`src/core/intc_pkg.sv`:
```
// Shared constants and carriers for the two-level interrupt controller
package intc_pkg;

   // ------------------------------------------------------------
   // Register map (byte addresses on the 32-bit bus)
   // ------------------------------------------------------------
   localparam logic [7:0] MAIN_CTL_ADDR = 8'h00;
   localparam logic [7:0] CONFIG_ADDR = 8'h04;
   localparam logic [7:0] STATUS_ADDR = 8'h08;

   // ------------------------------------------------------------
   // Reset values
   // ------------------------------------------------------------
   localparam logic [7:0] MAIN_CTL_RESET = 8'h00;
   localparam logic [7:0] PRIO_RESET = 8'h00;

   // ------------------------------------------------------------
   // Vector addresses
   // ------------------------------------------------------------
   localparam logic [15:0] VEC_HIGH = 16'h0008;
   localparam logic [15:0] VEC_LOW = 16'h0018;

   // Main control layout, bit 7 first
   typedef struct packed {
      logic global_high_enable;
      logic peripheral_low_enable;
      logic timer_zero_overflow_en;
      logic ext_pin_zero_en;
      logic port_change_en;
      logic timer_zero_overflow_flag;
      logic ext_pin_zero_flag;
      logic port_change_flag;
   } main_ctl_type;

   // Own configuration register layout (low byte)
   typedef struct packed {
      logic priority_levels_on;
      logic ext_pin_zero_edge_sel;
      logic [2:0] unused;
      logic timer_zero_prio;
      logic ext_pin_zero_prio;
      logic port_change_prio;
   } config_type;

   // Request carried to the core
   typedef struct packed {
      logic irq;
      logic take;
      logic [15:0] vector;
   } core_req_type;

   // Handler nesting
   typedef enum logic [2:0] {
      RUN_MAIN,
      IN_COMPAT,
      IN_LOW,
      IN_HIGH,
      IN_HIGH_OVER_LOW
   } handler_state_type;

endpackage : intc_pkg

```
`src/core/interrupt_controller.sv`:
```
// Two-level interrupt controller with classic Wishbone register access
`timescale 1ns/1ps
module interrupt_controller
   import intc_pkg::*;
#(
   parameter int PERIPH_N = 8
) (
   input wire logic clk_i,
   input wire logic rst_i,
   input wire logic ce_i,
   input wire logic wb_cyc_i,
   input wire logic wb_stb_i,
   input wire logic wb_we_i,
   input wire logic [7:0] wb_adr_i,
   input wire logic [3:0] wb_sel_i,
   input wire logic [31:0] wb_dat_i,
   output logic [31:0] wb_dat_o,
   output logic wb_ack_o,
   input wire logic timer_zero_overflow_i,
   input wire logic ext_pin_zero_i,
   input wire logic [3:0] port_upper_i,
   input wire logic port_read_i,
   input wire logic [PERIPH_N-1:0] periph_req_i,
   input wire logic insn_boundary_i,
   input wire logic return_from_handler_i,
   input wire logic core_asleep_i,
   output core_req_type core_o,
   output logic wake_o
);

   // ------------------------------------------------------------
   // State
   // ------------------------------------------------------------
   main_ctl_type ctl, next_ctl;
   config_type cfg, next_cfg;
   logic [PERIPH_N-1:0] periph_prio, next_periph_prio;
   handler_state_type state, next_state;
   core_req_type core_q, next_core;
   logic wake, next_wake;
   logic ack, next_ack;
   logic [31:0] rdata, next_rdata;
   logic [1:0] pin_sync, next_pin_sync;
   logic pin_prev, next_pin_prev;
   logic [3:0] port_s1, port_s2, port_snap;
   logic [3:0] next_port_s1, next_port_s2, next_port_snap;

   // ------------------------------------------------------------
   // Decoding
   // ------------------------------------------------------------
   logic wb_req, wr_main, wr_cfg;
   logic pin_edge, port_mismatch;
   logic [2:0] core_flags, core_en, core_prio;
   logic src_high, src_low, periph_any, periph_high, periph_low;
   logic hi_take, lo_take, compat_take, take_now;

   // Byte-lane aware write of one byte
   function automatic logic [7:0] lane0(input logic [7:0] old, input logic [31:0] d, input logic [3:0] sel);
      lane0 = sel[0] ? d[7:0] : old;
   endfunction : lane0

   assign wb_req = wb_cyc_i && wb_stb_i && !ack;
   assign wr_main = wb_req && wb_we_i && (wb_adr_i == MAIN_CTL_ADDR);
   assign wr_cfg = wb_req && wb_we_i && (wb_adr_i == CONFIG_ADDR);

   // Edge of the synchronised pin, polarity by select bit
   assign pin_edge = cfg.ext_pin_zero_edge_sel ? (pin_sync[1] && !pin_prev)
                                               : (!pin_sync[1] && pin_prev);
   // Mismatch holds until a port read refreshes the snapshot
   assign port_mismatch = (port_s2 != port_snap);

   // Per-source flag, enable and priority, timer/pin/port order
   assign core_flags = {ctl.timer_zero_overflow_flag, ctl.ext_pin_zero_flag, ctl.port_change_flag};
   assign core_en = {ctl.timer_zero_overflow_en, ctl.ext_pin_zero_en, ctl.port_change_en};
   assign core_prio = {cfg.timer_zero_prio, cfg.ext_pin_zero_prio, cfg.port_change_prio};
   assign periph_any = |periph_req_i;
   assign periph_high = |(periph_req_i & periph_prio);
   assign periph_low = |(periph_req_i & ~periph_prio);
   assign src_high = |(core_flags & core_en & core_prio) || periph_high;
   assign src_low = |(core_flags & core_en & ~core_prio) || periph_low;

   // Acceptance conditions per mode
   always_comb begin
      hi_take = 1'b0;
      lo_take = 1'b0;
      compat_take = 1'b0;
      if (cfg.priority_levels_on) begin
         // High level needs only bit 7; low needs both bits 7 and 6
         hi_take = ctl.global_high_enable && src_high
                   && state != IN_HIGH && state != IN_HIGH_OVER_LOW;
         lo_take = ctl.global_high_enable && ctl.peripheral_low_enable && src_low
                   && state == RUN_MAIN && !hi_take;
      end else begin
         // Priority bits are ignored here
         compat_take = ctl.global_high_enable
                       && (|(core_flags & core_en) || (ctl.peripheral_low_enable && periph_any));
      end
   end
   assign take_now = insn_boundary_i && (hi_take || lo_take || compat_take);

   // ------------------------------------------------------------
   // Next-state logic
   // ------------------------------------------------------------
   always_comb begin
      next_ctl = ctl;
      next_cfg = cfg;
      next_periph_prio = periph_prio;
      next_state = state;
      next_core = core_q;
      next_ack = wb_req;
      next_rdata = 32'h0000_0000;
      next_pin_sync = {pin_sync[0], ext_pin_zero_i};
      next_pin_prev = pin_sync[1];
      next_port_s1 = port_upper_i;
      next_port_s2 = port_s1;
      next_port_snap = port_read_i ? port_s2 : port_snap;
      // Software writes first, hardware effects override
      if (wr_main) begin
         next_ctl = main_ctl_type'(lane0(ctl, wb_dat_i, wb_sel_i));
      end
      if (wr_cfg) begin
         next_cfg = config_type'(lane0(cfg, wb_dat_i, wb_sel_i));
         if (wb_sel_i[1]) begin
            next_periph_prio = wb_dat_i[8 +: PERIPH_N];
         end
      end
      // Return restores the enable cleared by the matching acceptance
      if (return_from_handler_i) begin
         case (state)
            IN_COMPAT: begin
               next_ctl.global_high_enable = 1'b1;
               next_state = RUN_MAIN;
            end
            IN_LOW: begin
               next_ctl.peripheral_low_enable = 1'b1;
               next_state = RUN_MAIN;
            end
            IN_HIGH: begin
               next_ctl.global_high_enable = 1'b1;
               next_state = RUN_MAIN;
            end
            IN_HIGH_OVER_LOW: begin
               next_ctl.global_high_enable = 1'b1;
               next_state = IN_LOW;
            end
            default: begin
               next_state = RUN_MAIN;
            end
         endcase
      end
      // Acceptance: clear the level enable and hand the vector to the core
      next_core.take = take_now;
      if (take_now) begin
         if (hi_take) begin
            next_ctl.global_high_enable = 1'b0;
            next_core.vector = VEC_HIGH;
            next_state = (state == IN_LOW) ? IN_HIGH_OVER_LOW : IN_HIGH;
         end else if (lo_take) begin
            next_ctl.peripheral_low_enable = 1'b0;
            next_core.vector = VEC_LOW;
            next_state = IN_LOW;
         end else begin
            next_ctl.global_high_enable = 1'b0;
            next_core.vector = VEC_HIGH;
            next_state = IN_COMPAT;
         end
      end
      next_core.irq = hi_take || lo_take || compat_take;
      // Event sets win over a same-cycle software clear
      if (timer_zero_overflow_i) begin
         next_ctl.timer_zero_overflow_flag = 1'b1;
      end
      if (pin_edge) begin
         next_ctl.ext_pin_zero_flag = 1'b1;
      end
      if (port_mismatch) begin
         next_ctl.port_change_flag = 1'b1;
      end
      next_wake = core_asleep_i && (|(next_ctl[2:0] & core_en) || periph_any);
      // Read data; unmapped addresses answer zero
      if (wb_req && !wb_we_i) begin
         case (wb_adr_i)
            MAIN_CTL_ADDR: next_rdata = {24'h00_0000, ctl};
            CONFIG_ADDR: next_rdata = 32'(cfg) | (32'(periph_prio) << 8);
            STATUS_ADDR: next_rdata = {20'h0_0000, port_snap, 5'h00, state};
            default: next_rdata = 32'h0000_0000;
         endcase
      end
   end

   // ------------------------------------------------------------
   // Registers
   // ------------------------------------------------------------
   // Port-change flag has no defined power-up value; zero is used
   always_ff @(posedge clk_i) begin
      if (rst_i) begin
         ctl <= main_ctl_type'(MAIN_CTL_RESET);
         cfg <= config_type'(PRIO_RESET);
         periph_prio <= '0;
         state <= RUN_MAIN;
         core_q <= '0;
         wake <= 1'b0;
         ack <= 1'b0;
         rdata <= 32'h0000_0000;
         pin_sync <= 2'h0;
         pin_prev <= 1'b0;
         port_s1 <= 4'h0;
         port_s2 <= 4'h0;
         port_snap <= 4'h0;
      end else if (ce_i) begin
         ctl <= next_ctl;
         cfg <= next_cfg;
         periph_prio <= next_periph_prio;
         state <= next_state;
         core_q <= next_core;
         wake <= next_wake;
         ack <= next_ack;
         rdata <= next_rdata;
         pin_sync <= next_pin_sync;
         pin_prev <= next_pin_prev;
         port_s1 <= next_port_s1;
         port_s2 <= next_port_s2;
         port_snap <= next_port_snap;
      end
   end

   assign core_o = core_q;
   assign wake_o = wake;
   assign wb_ack_o = ack;
   assign wb_dat_o = rdata;
endmodule : interrupt_controller
```
`config.mk`:
```
export PLATFORM = sky130hd
export DESIGN_NAME = interrupt_controller
export DESIGN_NICKNAME = d
export VERILOG_FILES = /design/src/core/intc_pkg.sv /design/src/core/interrupt_controller.sv
export SDC_FILE = /design/constraint.sdc
export NUM_CORES = 1
export LEC_CHECK = 0
export ABC_AREA = 1
export BUFFER_PORTS_ARGS = -buffer_cell sky130_fd_sc_hd__buf_2
export CAP_MARGIN = 0
export CORE_MARGIN = 2
export CORE_UTILIZATION = 45
export CTS_CLUSTER_SIZE = 40
export DETAILED_ROUTE_END_ITERATION = 8
export HOLD_SLACK_MARGIN = 0.05
export PLACE_DENSITY = 0.76
export SLEW_MARGIN = 10
export SYNTH_ARGS = -nofsm -noshare
export SYNTH_HDL_FRONTEND = slang
export SYNTH_SLANG_ARGS = --single-unit
```
`constraint.sdc`:
```
create_clock -name clk_i -period 1.2 [get_ports clk_i]
set_input_delay 0.18 -clock clk_i [delete_from_list [all_inputs] [get_ports clk_i]]
set_output_delay 0.18 -clock clk_i [all_outputs]
set_load 0.005 [all_outputs]
```
==> impl_metrics.yaml, run 1 <==
place:
  gp_congestion: 0.9471
  pre_cts_slack_ns: -0.2746
  placed_area_sq_mm: 0.004146
  io_buffer_count: 71
  place_inst: 683
  detailed_place_hpwl_um: 6809
clock_tree:
  cts_buffers: 9
  cts.sink_count: 64
  clkLatencyLatePin_ns: 0.34
  path_clk_slew_ns: 0.07
  cts_tree: "done"
  htree_levels: 3
  ctsLongestPathBuffers: 2
  clock-root-buffer: "clkbuf_8"
worst_setup_path:
  arrival_ns: 1.75
  r2r_cells: 10
  worstSetupPathType: "reg -> reg"
  worstPathRequired_ns: 1.42
  reg2reg_slack_ns: -0.33
  worstSetupStartpoint: "wb_ack_o"
  critPathLaunchType: "register"
  worstReg2RegEnd: "wake_o"
  critPathCaptureType: "register"
  crit_path_end: "wake_o"
  crit_fanout: 5
  r2r_start: "wb_ack_o"
floorplanning:
  fp.dieH_um: 90.36
  io_pins: 120
  die_w_um: 90.36
  num_rows: 31
  core-area_sq_mm: 0.007253
  die_area_sq_mm: 0.008164
  initial_core_util_pct: 46.27
worst_hold_path:
  worstHoldPathCells: 3
  hold_path.class: "in -> reg"
yosys:
  syn-cell-area_sq_mm: 0.003356
  synth-seq-cells: 64
  seq_area_frac_synth_pct: 38.18
  ys_types: 34
  syn_area_per_cell_sq_um: 7.065
  yosysWarnings: 0
  synth_cells: 475
route:
  drtIter0Drc: 194
  wl_per_cell_um: 13.74
  wirelength_um: 9796
  first_pass_iters: 4
  routed_via_density: 5.013
  drc: 0
  ant_nets: 0
  vias: 3574
global_route:
  antenna_found_initial: 0
  grt_first_pass_wirelength_um: 16080
  grt_max_degree: 38
  grt_usage_pct: 24.20
  grt-ovfl-total: 0
  grt_pass1_vias: 3518
timing:
  min_period_over_period_pct: 127.6
  final.setup.worst_slack_ns: -0.3315
  clock_skew_ns: 0.01365
  slew_violations: 0
  hold_viol_final: 0
  setup_viol: 44
  fmax_mhz: 653.0
  whs_ns: 0.06803
  min_period_ns: 1.531
  rsz0062_at_grt: "true"
pwr:
  p_leak_nw: 2.094
  ir_worst_vdd_mv: 0.6640
  power_mw: 4.427
  cellPowerDensity_mw_per_mm2: 927.6
run_status:
  violations: "negative setup slack"
  outcome: "finished, violations left"
layout:
  final_cell_area_sq_mm: 0.004772
  nets: 678
  diodes: 0
  stdcell_count: 713
  fill_cells: 620
  drive_gt1_share_pct: 44.63
  area_growth_pct: 42.21
job:
  cap_violations: 0
-- synthesized netlist by cell type (all sizes together) --
library cell / instances / share of area [%]
a2111oi: 1 / 0.82
a21oi: 47 / 7.0
buf: 36 / 8.2
clkbuf: 9 / 1.0
clkinv: 1 / 0.15
conb: 1 / 0.11
dfxtp: 64 / 38
inv: 51 / 5.8
nand2: 103 / 12
nand3: 18 / 4.0
nand3b: 1 / 0.22
nand4: 8 / 2.4
nor2: 67 / 8.5
nor3: 3 / 0.45
nor4: 1 / 0.19
o211ai: 1 / 0.22
o21ai: 46 / 6.9
o21bai: 2 / 0.45
o221ai: 3 / 0.78
o22ai: 8 / 1.5
xnor2: 2 / 0.52
xor2: 2 / 0.52
-- metrics by stage --
stage | util (%) | setup TNS (ns)
after floorplan | - | -0.7089
after global placement | 57.17 | -6.613
after detailed placement | 57.17 | -7.748
after CTS | 62.60 | -5.263
after global routing | 65.79 | -13.37
final | 65.79 | -9.175
-- power breakdown --
group / switching, mW / internal, mW
Combinational: 0.343 / 0.250
Clock: 0.827 / 0.797
Sequential: 0.0336 / 2.18
-- repair_timing --
item | 4_1_cts | 5_1_grt
buffers inserted | 5 | 7
endpoints found under the hold margin | 1 | 0
pin swaps | 19 | 25
cloned | 3 | 0
resized for setup | 56 | 52
setup endpoints to repair | 48 | 48
hold buffers | 1 | 0
-- worst min path at each step --
stage                    startpoint               to
finish              port_upper_i[0]  next_port_s2[0]
global route           wb_dat_i[12]   periph_prio[4]
floorplan           port_upper_i[0]  next_port_s2[0]
CTS                 port_upper_i[0]  next_port_s2[0]
global placement    port_upper_i[0]  next_port_s2[0]
detailed placement  port_upper_i[1]  next_port_s2[1]
-- kinds of logic after synthesis --
family / Yosys count / share of synthesized area [%]
and+or+nand+nor: 201 / 27.93
AOI/OAI and AO/OA: 108 / 17.64
xor gates and xnor gates: 4 / 1.044
buffers and inverters: 97 / 15.10
other: 1 / 0.1117
DFF: 64 / 38.18
-- layout make-up --
cell class / count / area (sq um) / area share, %
Sequential cell: 64 / 1303 / 27.29
Clock buffer: 11 / 141.4 / 2.963
Multi-Input combinational cell: 345 / 2026 / 42.45
Tap cell: 99 / 123.9 / 2.596
Timing Repair Buffer: 138 / 937.1 / 19.64
Inverter: 52 / 210.2 / 4.405
Clock inverter: 4 / 31.28 / 0.6555
-- worst max-delay path, cell delays in order, from the launching register on --
cell      delay (ns)
dfxtp_2         0.33
inv_2           0.06
nand4_1         0.15
nor2_4          0.17
nand2_4         0.11
a21oi_2         0.18
nand2_2         0.09
nand2_1         0.06
nand2_1         0.07
o21bai_1        0.12
a21oi_1         0.07
-- placed cells by master (no fill, tap or decap), drive strengths merged --
master         n
dfxtp         64
clkinvlp       3
buf          137
o22ai          8
a2111oi        1
xnor2          2
o21ai         46
nor4           1
o211ai         1
nor3           3
nor2          67
conb          30
nand2        103
o221ai         3
xor2           2
o21bai         2
inv           51
clkbuf        11
clkinv         2
nand4          9
dlygate4sd3    1
nand3b         1
nand3         19
a21oi         47
-- state kept, by name, summed over array words and instances (netlist names), 2 cells and up --
signal,flops
port_s2,4
core_o,4
state,3
cfg,8
wb_dat_o,16
port_snap,4
core_flags,3
core_en,3
pin_sync,2
next_port_s2,4
ctl,2
periph_prio,8
-- layer usage --
| layer | track usage [%] | vias up | wire [um] |
|---|---|---|---|
| met2 | 40.04 | 133 | 4621 |
| met1 | 30.80 | 1656 | 4275 |
| met3 | 4.257 | 24 | 631 |
| li1 | - | 1761 | - |
| met5 | 0 | - | 0 |
| met4 | 11.03 | 0 | 268 |
(Power assumes the default switching activity.)
==> inputs of run 2 (changes only) <==
--- a/config.mk
+++ b/config.mk
@@ -9,11 +9,11 @@
 export BUFFER_PORTS_ARGS = -buffer_cell sky130_fd_sc_hd__buf_2
 export CAP_MARGIN = 0
 export CORE_MARGIN = 2
-export CORE_UTILIZATION = 45
+export CORE_UTILIZATION = 50
 export CTS_CLUSTER_SIZE = 40
 export DETAILED_ROUTE_END_ITERATION = 8
 export HOLD_SLACK_MARGIN = 0.05
-export PLACE_DENSITY = 0.76
+export PLACE_DENSITY = 0.8
 export SLEW_MARGIN = 10
 export SYNTH_ARGS = -nofsm -noshare
 export SYNTH_HDL_FRONTEND = slang
==> constraint.sdc (replaced) <==
create_clock -name clk_i -period 1.6 [get_ports clk_i]
set_input_delay 0.24 -clock clk_i [delete_from_list [all_inputs] [get_ports clk_i]]
set_output_delay 0.24 -clock clk_i [all_outputs]
set_load 0.005 [all_outputs]
==> impl_metrics.yaml, run 2 (synthesis results as in run 1) <==
pwr:
  swShare_pct: 23.73
  p_int_mw: 2.623
  power_mw: 3.439
  ir_worst_vdd_mv: 0.6448
  cellPowerDensity_mw_per_mm2: 863.8
  seq_power_share_pct: 48.3
  power.switching_mw: 0.8160
  p_leak_nw: 1.792
  clockPowerShare_pct: 42.4
  power_frac_comb_pct: 9.4
clock_tree:
  htree_levels: 3
  clock-root-buffer: "clkbuf_8"
  cts_tree: "done"
  cts.sink_count: 64
  cts_buffers: 9
  clkLatencyLatePin_ns: 0.34
  ctsLongestPathBuffers: 2
  path_clk_slew_ns: 0.07
  ctsHoldBuffers: 0
place:
  detailed_place_hpwl_um: 6188
  io_buffer_count: 71
  gp_congestion: 0.9072
route:
  drc: 0
  routed_via_density: 5.148
  ant_nets: 0
  wl_per_cell_um: 12.90
  wirelength_um: 8216
  first_pass_iters: 5
  drtIter0Drc: 154
  vias: 3279
timing:
  min_period_over_period_pct: 96.39
  slew_violations: 0
  setup_viol: 0
  min_period_ns: 1.542
  hold_viol_final: 0
  whs_ns: 0.1162
  rsz0062_at_grt: "true"
  clock_skew_ns: 0.01012
  fmax_mhz: 648.4
worst_setup_path:
  critPathLaunchType: "register"
  worstPathRequired_ns: 1.82
  crit_fanout: 5
  critPathCaptureType: "register"
  arrival_ns: 1.76
  worstSetupPathType: "reg -> reg"
layout:
  final_cell_mix: "nand2_1, buf_2, nor2_1"
  fill_cells: 612
  multi_input_area_sq_mm: 0.001707
  regArea_sq_mm: 0.001297
  fin_util_pct: 61.99
  drive_gt1_share_pct: 25.89
  largest_reg_flops: 16
  area_growth_pct: 18.64
  diodes: 0
  nets: 624
  final_common_cell: "nand2_1"
floorplanning:
  io_pins: 120
  core-area_sq_mm: 0.006422
  initial_core_util_pct: 52.25
  die_w_um: 85.93
  fp.dieH_um: 85.93
  die_area_sq_mm: 0.007383
  num_rows: 29
worst_hold_path:
  hold_path.class: "in -> reg"
global_route:
  grt_first_pass_wirelength_um: 13340
  grt-ovfl-total: 0
  antenna_found_initial: 0
  grt_max_degree: 38
  grt_usage_pct: 22.63
  grt_pass1_vias: 2952
job:
  cap_violations: 0
run_status:
  outcome: "finished, final reports clean"
==> run 2: cell types whose count changed in the layout (fill, tap and decap cells not counted), moves of 7 or more <==
cell	before	now
buf_4	55	14
nand2_1	80	96
a21oi_1	25	45
nand3_1	5	13
buf_6	7	0
a21oi_2	21	2
nand2_2	19	5
o21ai_0	20	41
o21ai_2	18	0
==> run 2: cell type report <==
cell class                      count  area share, %
Clock buffer                       11          3.300
Clock inverter                      4          1.760
Inverter                           52          4.997
Multi-Input combinational cell    343          42.87
Sequential cell                    64          32.59
Tap cell                           77          2.420
Timing Repair Buffer               86          12.07
==> run 2: path summary, 6_finish.rpt <==
kind                                 startpoint              end  slack [ns]  cells after the start
worst max-delay path                   wb_ack_o           wake_o        0.06                     10
worst min-delay path            port_upper_i[1]  next_port_s2[1]        0.12                      3
worst max register to register         wb_ack_o           wake_o        0.06                     10
worst min register to register        core_o[3]        core_o[3]        0.44                      2
==> run 2: critical path: stages (launching register included) <==
cell	delay, ns
dfxtp_2	0.33
inv_2	0.05
nand4_1	0.16
nor2_4	0.19
nand2_4	0.10
a21oi_2	0.12
nand2_1	0.08
nand2_1	0.06
nand2_1	0.06
o21bai_1	0.17
a21oi_1	0.08
==> run 2: metal layers <==
metal  GRT usage (%)  part of all wire [%]  vias to the layer above
li1                -                     -                     1639
met1           29.80                    47                     1492
met2           35.87                    45                      125
met3           5.582                   5.8                       23
met4           8.369                   2.4                        0
met5               0                     0                        -
==> run 2: stage by stage <==
step | area (sq um) | TNS (ns) | worst slack [ns] | cells
after floorplan | 3465 | 0 | 0.2497 | 504
after global placement | 3719 | 0 | 0.03704 | 620
after detailed placement | 3719 | 0 | 0.01135 | 620
after CTS | 3920 | 0 | 0.0007643 | 635
after global routing | 3981 | -0.1692 | -0.08048 | 637
final | 3981 | 0 | 0.05777 | 637
==> run 2: timing repair <==
action                     in CTS  in global routing
resized for setup               0                 23
buffers inserted                0                  2
setup endpoints to repair       0                  8
==> run 2: power groups by stage <==
| stage | registers [mW] | logic (mW) | clock network, mW |
|---|---|---|---|
| after floorplan | 1.69 | 0.231 | 0 |
| final | 1.66 | 0.322 | 1.46 |
| after detailed placement | 1.69 | 0.313 | 0 |
| after global routing | 1.66 | 0.362 | 1.56 |
| after global placement | 1.69 | 0.305 | 0 |
| after CTS | 1.66 | 0.315 | 1.47 |
==> inputs of run 3 (changes only) <==
--- a/config.mk
+++ b/config.mk
@@ -13,7 +13,7 @@
 export CTS_CLUSTER_SIZE = 40
 export DETAILED_ROUTE_END_ITERATION = 8
 export HOLD_SLACK_MARGIN = 0.05
-export PLACE_DENSITY = 0.8
+export PLACE_DENSITY = 0.92
 export SLEW_MARGIN = 10
 export SYNTH_ARGS = -nofsm -noshare
 export SYNTH_HDL_FRONTEND = slang
==> impl_metrics.yaml, run 3 (synthesis results as in run 1) <==
run_status:
  outcome: "finished, final reports clean"
worst_setup_path:
  r2r_start: "wb_ack_o"
  worstSetupStartpoint: "wb_ack_o"
  critPathCaptureType: "register"
  arrival_ns: 1.79
  reg2reg_slack_ns: 0.03
  worstSetupPathType: "reg -> reg"
  r2r_cells: 10
  crit_fanout: 5
  worstReg2RegEnd: "wake_o"
  crit_path_end: "wake_o"
  worstPathRequired_ns: 1.82
  critPathLaunchType: "register"
global_route:
  grt_usage_pct: 21.93
  grt-ovfl-total: 0
  antenna_found_initial: 0
  grt_max_degree: 38
  grt_pass1_vias: 2976
  grt_first_pass_wirelength_um: 12830
route:
  drtIter0Drc: 225
  drc: 0
  wirelength_um: 8146
  ant_nets: 0
  vias: 3274
  routed_via_density: 5.172
  wl_per_cell_um: 12.87
  first_pass_iters: 4
clock_tree:
  ctsLongestPathBuffers: 2
  ctsHoldBuffers: 0
  htree_levels: 3
  cts_buffers: 9
  post_cts_buffers: 0
  cts_tree: "done"
  clkLatencyLatePin_ns: 0.34
  path_clk_slew_ns: 0.07
  cts.sink_count: 64
  clock-root-buffer: "clkbuf_8"
floorplanning:
  die_w_um: 85.93
  die_area_sq_mm: 0.007383
  io_pins: 120
  initial_core_util_pct: 52.25
  fp.dieH_um: 85.93
  num_rows: 29
  core-area_sq_mm: 0.006422
timing:
  rsz0062_at_grt: "true"
  hold_viol_final: 0
  fmax_mhz: 637.0
  clock_skew_ns: 0.006072
  setup_viol: 0
  tns_ns: 0
  min_period_over_period_pct: 98.12
  slew_violations: 0
  min_period_ns: 1.570
  whs_ns: 0.1213
pwr:
  power_mw: 3.239
  cellPowerDensity_mw_per_mm2: 828.9
  ir_worst_vdd_mv: 0.6313
  p_leak_nw: 1.753
layout:
  area_growth_pct: 16.44
  diodes: 0
  nets: 619
  final_common_cell: "nand2_1"
  stdcell_count: 633
  final_cell_mix: "nand2_1, buf_2, nor2_1"
  largest_reg_flops: 16
  drive_gt1_share_pct: 24.46
worst_hold_path:
  min-delay-start: "port_upper_i[0]"
  hold_path.class: "in -> reg"
place:
  io_buffer_count: 71
  gp_congestion: 0.9495
  detailed_place_hpwl_um: 6148
  place_inst: 617
job:
  cap_violations: 0
run 3: cell count changes in the layout (fill, tap and decap cells not counted), moves of 3 or more:
| cell | delta |
|---|---|
| dfxtp_1 | +5 |
| dfxtp_2 | -5 |
| buf_4 | -4 |
| clkbuf_8 | +3 |
run 3: layout make-up:
class | count | area [sq um]
fill | 594 | 2515
multi-input combinational | 343 | 1704
sequential | 64 | 1291
timing repair buffer | 81 | 430.4
inverter | 52 | 201.4
clock buffer | 13 | 168.9
tap | 77 | 96.34
clock inverter | 3 | 15.01
run 3: report_power, final:
part / leakage, nW / internal, mW / switching, mW / total, mW
Combinational: 1.13 / 0.121 / 0.196 / 0.317
Clock: 0.0992 / 0.682 / 0.581 / 1.26
Sequential: 0.524 / 1.63 / 0.0272 / 1.66
run 3: how the worst min path moves through the flow:
stage | end | depth (start not counted)
after detailed placement | core_o[4] | 2
after CTS | next_port_s2[0] | 3
final | next_port_s2[0] | 3
after floorplan | next_port_s2[0] | 2
after global placement | core_o[4] | 2
after global routing | next_port_s2[0] | 3
run 3: critical path, cell delays in order (launching register included):
cell and delay (ns):
dfxtp_2 0.33, inv_2 0.05, nand4_1 0.15, nor2_4 0.23
nand2_4 0.12, a21oi_2 0.15, nand2_1 0.07, nand2_1 0.06
nand2_1 0.07, o21bai_1 0.14, a21oi_1 0.08
run 3: what timing repair did:
item	CTS	global route
hold endpoints to repair	0	0
gates resized for setup	0	17
endpoints found under the setup margin	0	5
run 3: layer usage:
metal	GRT usage, %	vias to the layer above	part of all wire, %
li1	-	1634	-
met1	27.09	1473	42
met2	35.94	150	47
met3	5.101	17	8.3
met4	10.53	0	2.1
met5	0	-	0
run 3: per-stage QoR:
step	utilization (%)	cell area (sq um)	worst slack, ns
finish	60.84	3908	0.03004
global route	60.84	3908	-0.04777
CTS	60.22	3867	0.02718
detailed placement	57.35	3684	0.01407
global placement	57.35	3684	0.05400
floorplan	-	3465	0.2497
